**config.mk**
```make
export PLATFORM = sky130hd
export DESIGN_NAME = fault_record_framer
export DESIGN_NICKNAME = d
export VERILOG_FILES = /design/src/hw/fault_record_pkg.sv /design/src/hw/fault_record_framer.sv
export SDC_FILE = /design/constraint.sdc
export NUM_CORES = 2
export LEC_CHECK = 0
export BUFFER_PORTS_ARGS = -buffer_cell sky130_fd_sc_hd__buf_2
export CAP_MARGIN = 20
export CORE_MARGIN = 2
export CORE_UTILIZATION = 45
export DETAILED_ROUTE_END_ITERATION = 12
export GPL_TIMING_DRIVEN = 1
export RECOVER_POWER = 100
export SYNTH_ARGS = -nofsm -noshare
export SYNTH_HDL_FRONTEND = slang
export SYNTH_SLANG_ARGS = --single-unit
```
**constraint.sdc**
```tcl
create_clock -name clock -period 5.8 [get_ports clock]
set_input_delay 0.87 -clock clock [delete_from_list [all_inputs] [get_ports clock]]
set_output_delay 0.87 -clock clock [all_outputs]
set_load 0.02 [all_outputs]
```
**src/hw/fault_record_pkg.sv**
```systemverilog
// Constants for the fault record framer
package fault_record_pkg;
  // ------------------------------------------------------------
  // Record geometry
  // ------------------------------------------------------------
  localparam int unsigned REC_LEN     = 147;
  localparam int unsigned HDR_LEN     = 27;
  localparam int unsigned PAGE_LEN    = 20;
  localparam int unsigned PAGE_CNT    = 6;
  localparam int unsigned NVM_LAST_PG = 3;
  localparam logic [7:0]  LEN_FULL    = 8'h93;
  localparam logic [7:0]  LEN_NONE    = 8'h00;
  // ------------------------------------------------------------
  // Header byte numbers
  // ------------------------------------------------------------
  localparam int unsigned B_SOURCE    = 4;
  localparam int unsigned B_TIME      = 5;
  localparam int unsigned B_PEAK      = 11;
  localparam int unsigned B_IOUT1_PK  = 17;
  localparam int unsigned B_VIN_PK    = 19;
  localparam int unsigned B_TEMP      = 21;
  localparam int unsigned B_DIE_TEMP  = 25;
  localparam int unsigned B_PAGE_N    = 27;
  localparam int unsigned B_PAGE_N1   = 47;
  // ------------------------------------------------------------
  // Multiplexer steps
  // ------------------------------------------------------------
  localparam logic [4:0]  STEP_VOUT0  = 5'h00;
  localparam logic [4:0]  STEP_VOUT1  = 5'h01;
  localparam logic [4:0]  STEP_IOUT0  = 5'h02;
  localparam logic [4:0]  STEP_IOUT1  = 5'h03;
  localparam logic [4:0]  STEP_VIN    = 5'h04;
  localparam logic [4:0]  STEP_IIN    = 5'h05;
  localparam logic [4:0]  STEP_TEMP0  = 5'h06;
  localparam logic [4:0]  STEP_TEMP1  = 5'h07;
  localparam logic [4:0]  STEP_DIE    = 5'h08;
  localparam logic [4:0]  STEP_LAST   = 5'h19;
  localparam int unsigned PEAK_CNT    = 5;
  localparam int unsigned MEAS_CNT    = 9;
  // Neutral preface word, value arbitrary
  localparam logic [31:0] PREFACE     = 32'h4641_4c54;
  typedef enum logic [1:0] {RD_IDLE, RD_LEN, RD_DATA} rd_state_t;
endpackage : fault_record_pkg

```
**src/hw/fault_record_framer.sv**
```systemverilog
// Fault record capture and block read serializer
//
// Behaviour
// RULE1: Channel 1 peak output current at bytes 17 and 18, upper first.
// RULE2: Peak input voltage at bytes 19 and 20, upper first.
// RULE3: External sensor 0 temperature at 21-22, sensor 1 at 23-24.
// RULE4: Die temperature of the last event at bytes 25 and 26.
// RULE5: Each event page holds one complete multiplexer pass.
// RULE6: On fault, finish the pass through step 25, then freeze everything; peak_q and meas_q keep tracking, and a fault at step 25 freezes after the next pass.
// RULE7: Newest page at bytes 27-46 in the fixed field order.
// RULE8: Previous page starts at byte 47 with the same field order.
// RULE9: Block read gives 147 bytes with a log, length zero without.
// RULE10: After restore from storage pages five and six repeat page four.
// RULE11: Bytes leave in ascending byte order in a single read.
`timescale 1ns/100ps
module fault_record_framer #(
  parameter logic [31:0] PREFACE_WORD = fault_record_pkg::PREFACE
) (
  input  wire logic        clock,
  input  wire logic        srst,
  input  wire logic        sample_valid,
  input  wire logic [4:0]  sample_step,
  input  wire logic [15:0] sample_data,
  input  wire logic [7:0]  status_vout0,
  input  wire logic [7:0]  status_vout1,
  input  wire logic [15:0] status_word0,
  input  wire logic [15:0] status_word1,
  input  wire logic [7:0]  status_mfr0,
  input  wire logic [7:0]  status_mfr1,
  input  wire logic        fault,
  input  wire logic [7:0]  fault_source,
  input  wire logic [47:0] real_time,
  input  wire logic        clear_peak_values,
  input  wire logic        log_clear,
  input  wire logic        nvm_restored,
  input  wire logic        fault_record_read,
  input  wire logic        out_ready,
  output logic             out_valid,
  output logic [7:0]       out_data,
  output logic             out_last,
  output logic             log_valid
);
  // ------------------------------------------------------------
  // Helpers
  // ------------------------------------------------------------
  function automatic logic signed [63:0] l11_val(input logic [15:0] v);
    logic signed [63:0] m;
    logic signed [5:0]  e;
    m = 64'(signed'(v[10:0]));
    e = 6'(signed'(v[15:11]));
    return m <<< (e + 6'sd16);
  endfunction : l11_val

  localparam int unsigned PN = fault_record_pkg::PAGE_CNT;
  localparam int unsigned PL = fault_record_pkg::PAGE_LEN;
  localparam int unsigned PK = fault_record_pkg::PEAK_CNT;
  localparam int unsigned MC = fault_record_pkg::MEAS_CNT;

  logic [15:0] meas_q [MC];
  logic [15:0] meas_d [MC];
  logic [15:0] peak_q [PK];
  logic [15:0] peak_d [PK];
  logic [15:0] pksnap_q [PK];
  logic [15:0] pksnap_d [PK];
  logic [15:0] temp_q [3];
  logic [15:0] temp_d [3];
  logic [7:0]  page_q [PN][PL];
  logic [7:0]  page_d [PN][PL];
  logic [7:0]  src_q, src_d;
  logic [47:0] time_q, time_d;
  logic        pend_q, pend_d;
  logic        valid_q, valid_d;
  logic        pass_end;
  logic [7:0]  newpg [PL];

  assign pass_end = sample_valid && sample_step == fault_record_pkg::STEP_LAST;
  assign log_valid = valid_q;

  // ------------------------------------------------------------
  // Pass collection and peak tracking
  // ------------------------------------------------------------
  always_comb begin
    for (int i = 0; i < MC; i++) begin
      meas_d[i] = meas_q[i];
      if (sample_valid && sample_step == 5'(i)) begin
        meas_d[i] = sample_data;
      end
    end
  end

  genvar g;
  for (g = 0; g < PK; g++) begin : g_peak
    logic hit;
    logic higher;
    assign hit = sample_valid && sample_step == 5'(g);
    assign higher = (g < 2) ? sample_data > peak_q[g]
                            : l11_val(sample_data) > l11_val(peak_q[g]);
    always_comb begin
      peak_d[g] = peak_q[g];
      if (clear_peak_values) begin
        peak_d[g] = 16'h0000;
      end else if (hit && higher) begin // RULE1 RULE2
        peak_d[g] = sample_data;
      end
    end
    always_ff @(posedge clock) begin
      if (srst) begin
        peak_q[g] <= 16'h0000;
      end else begin
        peak_q[g] <= peak_d[g];
      end
    end
  end

  // ------------------------------------------------------------
  // Page assembly, ring of pages and freeze
  // ------------------------------------------------------------
  always_comb begin
    // RULE7: newest page field order
    newpg[0]  = meas_q[0][15:8];
    newpg[1]  = meas_q[0][7:0];
    newpg[2]  = meas_q[1][15:8];
    newpg[3]  = meas_q[1][7:0];
    newpg[4]  = meas_q[2][15:8];
    newpg[5]  = meas_q[2][7:0];
    newpg[6]  = meas_q[3][15:8];
    newpg[7]  = meas_q[3][7:0];
    newpg[8]  = meas_q[4][15:8];
    newpg[9]  = meas_q[4][7:0];
    newpg[10] = meas_q[5][15:8];
    newpg[11] = meas_q[5][7:0];
    newpg[12] = status_vout0;
    newpg[13] = status_vout1;
    newpg[14] = status_word0[15:8];
    newpg[15] = status_word0[7:0];
    newpg[16] = status_word1[15:8];
    newpg[17] = status_word1[7:0];
    newpg[18] = status_mfr0;
    newpg[19] = status_mfr1;
  end

  always_comb begin
    page_d   = page_q;
    pksnap_d = pksnap_q;
    temp_d   = temp_q;
    src_d    = src_q;
    time_d   = time_q;
    pend_d   = pend_q;
    valid_d  = valid_q;
    if (fault && !pend_q && !valid_q) begin
      pend_d = 1'b1;
      src_d  = fault_source;
      time_d = real_time;
    end
    if (pass_end && !valid_q) begin
      // Whole pass only, so a page never mixes two passes
      for (int p = PN - 1; p > 0; p--) begin
        page_d[p] = page_q[p-1]; // RULE5 RULE8
      end
      page_d[0] = newpg;
      if (pend_q) begin // RULE6
        valid_d  = 1'b1;
        pend_d   = 1'b0;
        pksnap_d = peak_q;
        for (int t = 0; t < 3; t++) begin
          temp_d[t] = meas_q[6+t]; // RULE3 RULE4
        end
      end
    end
    if (log_clear && !(pass_end && pend_q)) begin
      valid_d = 1'b0;
    end
  end

  always_ff @(posedge clock) begin
    if (srst) begin
      pend_q  <= 1'b0;
      valid_q <= 1'b0;
      src_q   <= 8'h00;
      time_q  <= 48'h0;
      for (int i = 0; i < MC; i++) meas_q[i] <= 16'h0000;
      for (int i = 0; i < PK; i++) pksnap_q[i] <= 16'h0000;
      for (int i = 0; i < 3; i++) temp_q[i] <= 16'h0000;
      for (int p = 0; p < PN; p++) begin
        for (int b = 0; b < PL; b++) page_q[p][b] <= 8'h00;
      end
    end else begin
      pend_q   <= pend_d;
      valid_q  <= valid_d;
      src_q    <= src_d;
      time_q   <= time_d;
      meas_q   <= meas_d;
      pksnap_q <= pksnap_d;
      temp_q   <= temp_d;
      page_q   <= page_d;
    end
  end

  // ------------------------------------------------------------
  // Record byte lookup
  // ------------------------------------------------------------
  function automatic logic [7:0] rec_byte(input logic [7:0] n);
    logic [7:0] off;
    logic [2:0] pg;
    logic [4:0] bi;
    off = n - 8'(fault_record_pkg::HDR_LEN);
    pg  = 3'(off / 8'(PL));
    bi  = 5'(off % 8'(PL));
    if (nvm_restored && pg > 3'(fault_record_pkg::NVM_LAST_PG)) begin
      pg = 3'(fault_record_pkg::NVM_LAST_PG); // RULE10
    end
    if (n < 8'(fault_record_pkg::B_SOURCE)) begin
      return PREFACE_WORD[8'(31) - n*8 -: 8];
    end else if (n == 8'(fault_record_pkg::B_SOURCE)) begin
      return src_q;
    end else if (n < 8'(fault_record_pkg::B_PEAK)) begin
      return time_q[(n - 8'(fault_record_pkg::B_TIME))*8 +: 8];
    end else if (n < 8'(fault_record_pkg::B_TEMP)) begin
      off = n - 8'(fault_record_pkg::B_PEAK); // RULE1 RULE2
      return off[0] ? pksnap_q[off[3:1]][7:0] : pksnap_q[off[3:1]][15:8];
    end else if (n < 8'(fault_record_pkg::B_PAGE_N)) begin
      off = n - 8'(fault_record_pkg::B_TEMP); // RULE3 RULE4
      return off[0] ? temp_q[off[2:1]][7:0] : temp_q[off[2:1]][15:8];
    end
    return page_q[pg][bi]; // RULE7 RULE8
  endfunction : rec_byte

  // ------------------------------------------------------------
  // Block read serializer
  // ------------------------------------------------------------
  fault_record_pkg::rd_state_t st_q, st_d;
  logic [7:0] idx_q, idx_d;
  logic [7:0] dat_q, dat_d;
  localparam logic [7:0] LAST_IDX = 8'(fault_record_pkg::REC_LEN - 1);

  always_comb begin
    st_d  = st_q;
    idx_d = idx_q;
    dat_d = dat_q;
    case (st_q)
      fault_record_pkg::RD_IDLE: begin
        if (fault_record_read) begin
          st_d  = fault_record_pkg::RD_LEN;
          dat_d = valid_q ? fault_record_pkg::LEN_FULL
                          : fault_record_pkg::LEN_NONE; // RULE9
        end
      end
      fault_record_pkg::RD_LEN: begin
        if (out_ready) begin
          st_d  = valid_q ? fault_record_pkg::RD_DATA
                          : fault_record_pkg::RD_IDLE;
          idx_d = 8'h00;
          dat_d = rec_byte(8'h00);
        end
      end
      fault_record_pkg::RD_DATA: begin
        if (out_ready) begin
          if (idx_q == LAST_IDX) begin
            st_d = fault_record_pkg::RD_IDLE;
          end else begin
            idx_d = idx_q + 8'h01; // RULE11
            dat_d = rec_byte(idx_q + 8'h01);
          end
        end
      end
      default: st_d = fault_record_pkg::RD_IDLE;
    endcase
  end

  always_ff @(posedge clock) begin
    if (srst) begin
      st_q  <= fault_record_pkg::RD_IDLE;
      idx_q <= 8'h00;
      dat_q <= 8'h00;
    end else begin
      st_q  <= st_d;
      idx_q <= idx_d;
      dat_q <= dat_d;
    end
  end

  assign out_valid = st_q != fault_record_pkg::RD_IDLE;
  assign out_data  = dat_q;
  assign out_last  = (st_q == fault_record_pkg::RD_LEN && !valid_q) ||
                     (st_q == fault_record_pkg::RD_DATA && idx_q == LAST_IDX);
endmodule : fault_record_framer

```
# == Yosys cells after proc, flatten, opt, wreduce, memory -nomap -nowiden ==
# Index checks and enable logic that the tools add are counted.
# word_totals
register_bits,1388
output_inout_bits,11
wordCells,295
# classes
n_addsub,10
n_div,2
n_lt_le_gt_ge,14
n_eq_ne,18
shifts,6
mux,54
n_bitwise,4
n_reduce_logical,38
# op_table
operator,count
$bmux W160 S3,1
$mux W160,2
$sshl A11 B6 Y64,4
$gt A64 B64 Y1,3
$mux W8,19
$mux W16,4
$bmux W16 S3,1
$shiftx A48 B33 Y8,1
$bmux W8 S5,1
$shiftx A39 B33 Y8 const A,1
$bmux W16 S2,1
$gt A16 B16 Y1,2
$add A5 B6 Y6 const B,4
$pmux W8 S3,1
$logic_and A1 B1 Y1,23
$eq A5 B3 Y1 const B,4
$lt A8 B5 Y1 const B,2
$pmux W8 S2,1
$mux W1,13
$mux W3,4
$sub A5 B11 Y12 const A,1
$eq A5 B2 Y1 const B,2
$mux W2,5
$ne A2 B2 Y1 const B,5
other kinds (34),41

# == Depth between registers and ports, before layout ==
# logic_depth
word_depth,20
mapped_depth,27

# == Least setup slack after synthesis ==
# OpenSTA, ideal clock, no wires.
# synth_path
kind,register -> register
startpoint,register idx_q[0]
endpoint,"register dat_q[3], in the netlist out_data[3]"
setup_time_ps,124
arrival_ps,5552
required_time_ps,5676
setup_slack_ps,123
stages_incl_launch_ff,24
n_path_buf,9
cell_sequence,dfxtp_1 buf_4 clkbuf_1 inv_2 clkbuf_1 buf_1 buf_1 ha_1 clkbuf_1 a21oi_2 xnor2_1 buf_4 a21oi_1 o311a_1 o31ai_2 a211oi_4 nor2_4 buf_8 buf_6 mux4_2 a2111oi_2 o32ai_1 o211ai_1 nand3_1
# synth_between
elab_chain_len,20
word_cells_on_any_way,59
cone_classes,6 x add/sub; 2 x div; 5 x order compare; 3 x eq/ne; 2 x shift; 35 x mux; 4 x bitwise; 2 x reduce/logical
# synth_lines
element,line,source
from (decl),fault_record_framer.sv:232,"logic [7:0] idx_q, idx_d;"
from (signal assigned),fault_record_framer.sv:277,idx_q <= idx_d;
$add A8 B1 Y8,fault_record_framer.sv:262,dat_d = rec_byte(idx_q + 8'h01);
$sub A8 B5 Y8,fault_record_framer.sv:206,off = n - 8'(fault_record_pkg::HDR_LEN);
$div A8 B5 Y8,fault_record_framer.sv:207,pg = 3'(off / 8'(PL));
$gt A3 B2 Y1,fault_record_framer.sv:209,if (nvm_restored && pg > 3'(fault_record_pkg::NVM_LAST_PG)) begin
$logic_and A1 B1 Y1,fault_record_framer.sv:209,
$mux W3,fault_record_framer.sv:209,
$mux W3,fault_record_framer.sv:258,if (idx_q == LAST_IDX) begin
$mux W3,fault_record_framer.sv:257,if (out_ready) begin
[... 2 more ...],-,
$bmux W160 S3,fault_record_framer.sv:225,return page_q[pg][bi];
$mux W160 (not written as such) (2 in a row),fault_record_framer.sv:225,
$bmux W8 S5,fault_record_framer.sv:225,
$mux W8 (not written as such) (2 in a row),fault_record_framer.sv:225,
$mux W8,fault_record_framer.sv:225,
$mux W8,fault_record_framer.sv:258,
$mux W8,fault_record_framer.sv:257,
$pmux W8 S3,fault_record_framer.sv:240,case (st_q)
to (signal assigned),fault_record_framer.sv:278,dat_q <= dat_d;
to (decl),fault_record_framer.sv:233,"logic [7:0] dat_q, dat_d;"
# Several ways; a longest one is shown, not always the timed one. The select of a mux whose other input is x is not followed.
# A chain may end at the register's enable or synchronous reset.

# == Final worst setup path ==
# layout_path
startpoint,register idx_q[0]
endpoint,"register dat_q[0], in the netlist out_data[0]"
# The elaborated chain is that of the path after synthesis.

==> metrics <==
Hold-fix buffers, CTS=0; Final GP Congestion=0.991; setup violators final=0; HP Class=in2reg; Synth top area share=41.4%; vias in the first global route=58.7k; fin crit period=5.55 ns; deepest clock path buffer count=3; CP Data Required Time=6.46 ns; flops & latches, synth=1388; Post-DRT Antenna Nets=0; Max-Cap Viols=12; Mapped Cells=8985; Synth Area in XOR/XNOR=0.235%; simple-gate share of the synthesized area=23.3%; first-pass GRT wire length=383000 µm; total negative setup slack=0 ns; Arr. time, crit path=6.20 ns; clk_skew=0.0294 ns; Post-Synth Adder-Cell Area=3.15%; Starting Density=45.4%; cell depth of the worst flop-to-flop path=18; Max rail drop VDD=290 µV; Die X=390 µm; post-synthesis sequential area ratio=41.4%; CP startpoint kind=register; area of the multi-input gates=0.0361 mm²; Die ar.=0.152 mm²; CORE AREA=0.148 mm²; HPWL Detailed=179000 µm; Slew Viols, Final=1335; unrepaired setup endpoints after global routing=false; DR vias=65.1k; commonest non-fill, non-tap cells in the layout=3085 x nand2_1, 1582 x a21oi_1, 1386 x dfxtp_1, 297 x mux2i_1, 262 x buf_4; Worst Setup End Kind=register; Synth Area in Compound Gates=20.4%; Hold Fails Final Rpt=0; Global Route Usage Sum=33.0%; Synthesized Nets=9304; # rows=141; fill count=14.5k; Pleak=25.2 nW; Worst Path Buf+Inv=4; flip-flop and latch area=0.0278 mm²; largest net degree at the start of global routing=216; die height=390 µm; CTS buffer count=152; top cells by area, synth=dfxtp_1 41%, nand2_1 17%, a21oi_1 12%; crit path max-delay cell type=a211o_2; Net count, final=9210; failing checks=capacitance limit, slew limit; slew at the pin closest to its max-slew limit=3.47 ns; Synth Warn #=0; Syn Area/Cell=7.47 µm²; pwr dens=272 mW/mm²; TritonRoute pass-1 iters=8; clk sinks=1388; layout cells sized above 1=9.49%; status=complete, but fails checks; initial antenna violation count=11; ys async rst share=0%; hold path cells=3; CTS clk-pin slew, worst paths=0.06 ns; Post-synth EDFFs=0; Max Freq=180 MHz; total gr overflow=0; drt via density=5.95; H-Tree Depth=4; Tcrit/Tclk final=95.7%; ys flop type=dfxtp_1; Port Buffers=160; P&R area growth vs syn=12.4%; drt wl/cell=23.8 µm; CP most frequent cell=buf_4; crit path kind=reg2reg; WL final=260000 µm; post-synthesis mux area share=6.43%; Synth cell types=106; Top delay family on crit path=simple AND/OR/NAND/NOR gates; I/O pin cnt=161; critical path cell sequence=ha_1 > buf_4 > nor4b_1 > o2111ai_1 > nand3_1 > xnor2_1 > a32o_1 > or3_1 > a211o_2 > nand2_1 > buf_4 > buf_4 > o22ai_1 > nor4b_1 > buf_4 > o32ai_1 > mux2i_1 > o21ai_1; number of DRC markers in iteration 0=8248; largest family of logic cells by synthesized area=simple AND/OR/NAND/NOR gates; clk_lat worst skew=0.80 ns; TritonCTS clock tree=done; Largest stage delay, worst path=0.53 ns; Layout Cells excl Fill=10.9k; Clock Tree Root=clkbuf_16; most common cell after layout, fill and taps aside=nand2_1; Crit Path Max Fanout=17; Area after DPL=0.0704 mm²; post-synth top area cell=dfxtp_1; Rel. slew slack=-131%; fin area=0.0754 mm²; Synth Cell Area=0.0671 mm²; Crit path depth=18; remaining routing DRC violations=0; DP Cell Count=10.7k
## registers in the layout, indices dropped and copies added (netlist names)
signal and cells:
temp_q 48, out_data 8, src_q 8, time_q 48, idx_q 8, pksnap_q 80, page_q 960, peak_q 80
st_q 2, meas_q 144, pend_q 1, log_valid 1
## cell families after synthesis
logic type	count (synthesis)
AO/OA/AOI/OAI	2380
XOR/XNOR	15
multiplexers	367
buffers and inverters	808
adder cells (fa/ha/maj)	169
flip-flops	1388
AND/OR/NAND/NOR	3858
## worst reg2reg max path, delay by kind of cell, from the launching register on
kind | cells | cell delay (ns)
adders and majority gates | 1 | 0.24
muxes | 1 | 0.43
xor gates and xnor gates | 1 | 0.25
buffers and inverters | 4 | 0.90
and+or+nand+nor | 5 | 1.61
DFF | 1 | 0.39
AOI/OAI and AO/OA | 6 | 1.59
## synthesized netlist by cell type, drive strengths merged, types with 40 or more instances
cell type  number
a211oi         59
a21o           60
a21oi        1587
a22oi          40
a31oi          46
buf           143
clkbuf        596
dfxtp        1388
ha            169
inv            68
mux2i         297
mux4           49
nand2        3091
nand2b         40
nand3         139
nand4          54
nor2          253
nor3           84
nor4           44
o211ai         60
o21ai         210
o22ai          40
## metrics by stage
| stage | hold WS, ns | util, % | worst slack (ns) | total power, mW |
|---|---|---|---|---|
| 2_1_floorplan | 0.432 | - | 0.123 | 10.4 |
| 3_3_place_gp | 0.436 | 47.6 | 0.00356 | 10.8 |
| 3_5_place_dp | 0.441 | 47.6 | -0.134 | 10.8 |
| 4_1_cts | 0.256 | 51.1 | 0.0528 | 20.6 |
| 5_1_grt | 0.286 | 51.0 | 0.0163 | 21.1 |
| 6_report | 0.306 | 51.0 | 0.250 | 20.5 |
## per-layer routing
metal,wire [µm],vias up,global-route usage [%]
met5,121,-,0
met4,8840,18,10.8
met3,24500,456,6.79
met2,112000,2928,49.3
met1,115000,31194,47.2
li1,-,30551,-
## area by class of cell
cell class,count,share of cell area (%)
inverters,69,0.345
multi-input cells,6789,47.9
clock buffers,225,5.92
diodes,2,0.00664
flip-flops and latches,1388,36.8
well taps,1930,3.20
repair buffers,491,4.93
clock inverters,47,0.838
## where the power goes
group | total [mW] | switching [mW] | internal, mW
Combinational | 0.956 | 0.671 | 0.284
Clock | 9.93 | 4.17 | 5.76
Sequential | 9.61 | 0.0346 | 9.57
## final timing paths
| path | slack [ns] | start | endpoint |
|---|---|---|---|
| setup / recovery | 0.25 | idx_q[0] | out_data[0] |
| hold / removal | 0.31 | real_time[5] | time_q[5] |
| hold reg to reg | 0.43 | meas_q[118] | page_q[934] |
| setup reg to reg | 0.25 | idx_q[0] | out_data[0] |
## what timing repair did
action / 4_1_cts / 5_1_grt
endpoints found under the setup margin: 2 / 7
pin swaps: 0 / 1
buffers inserted: 0 / 4
gates cloned: 0 / 0
gates resized for setup: 2 / 4
No activity file was read; power rests on OpenSTA's default activity.
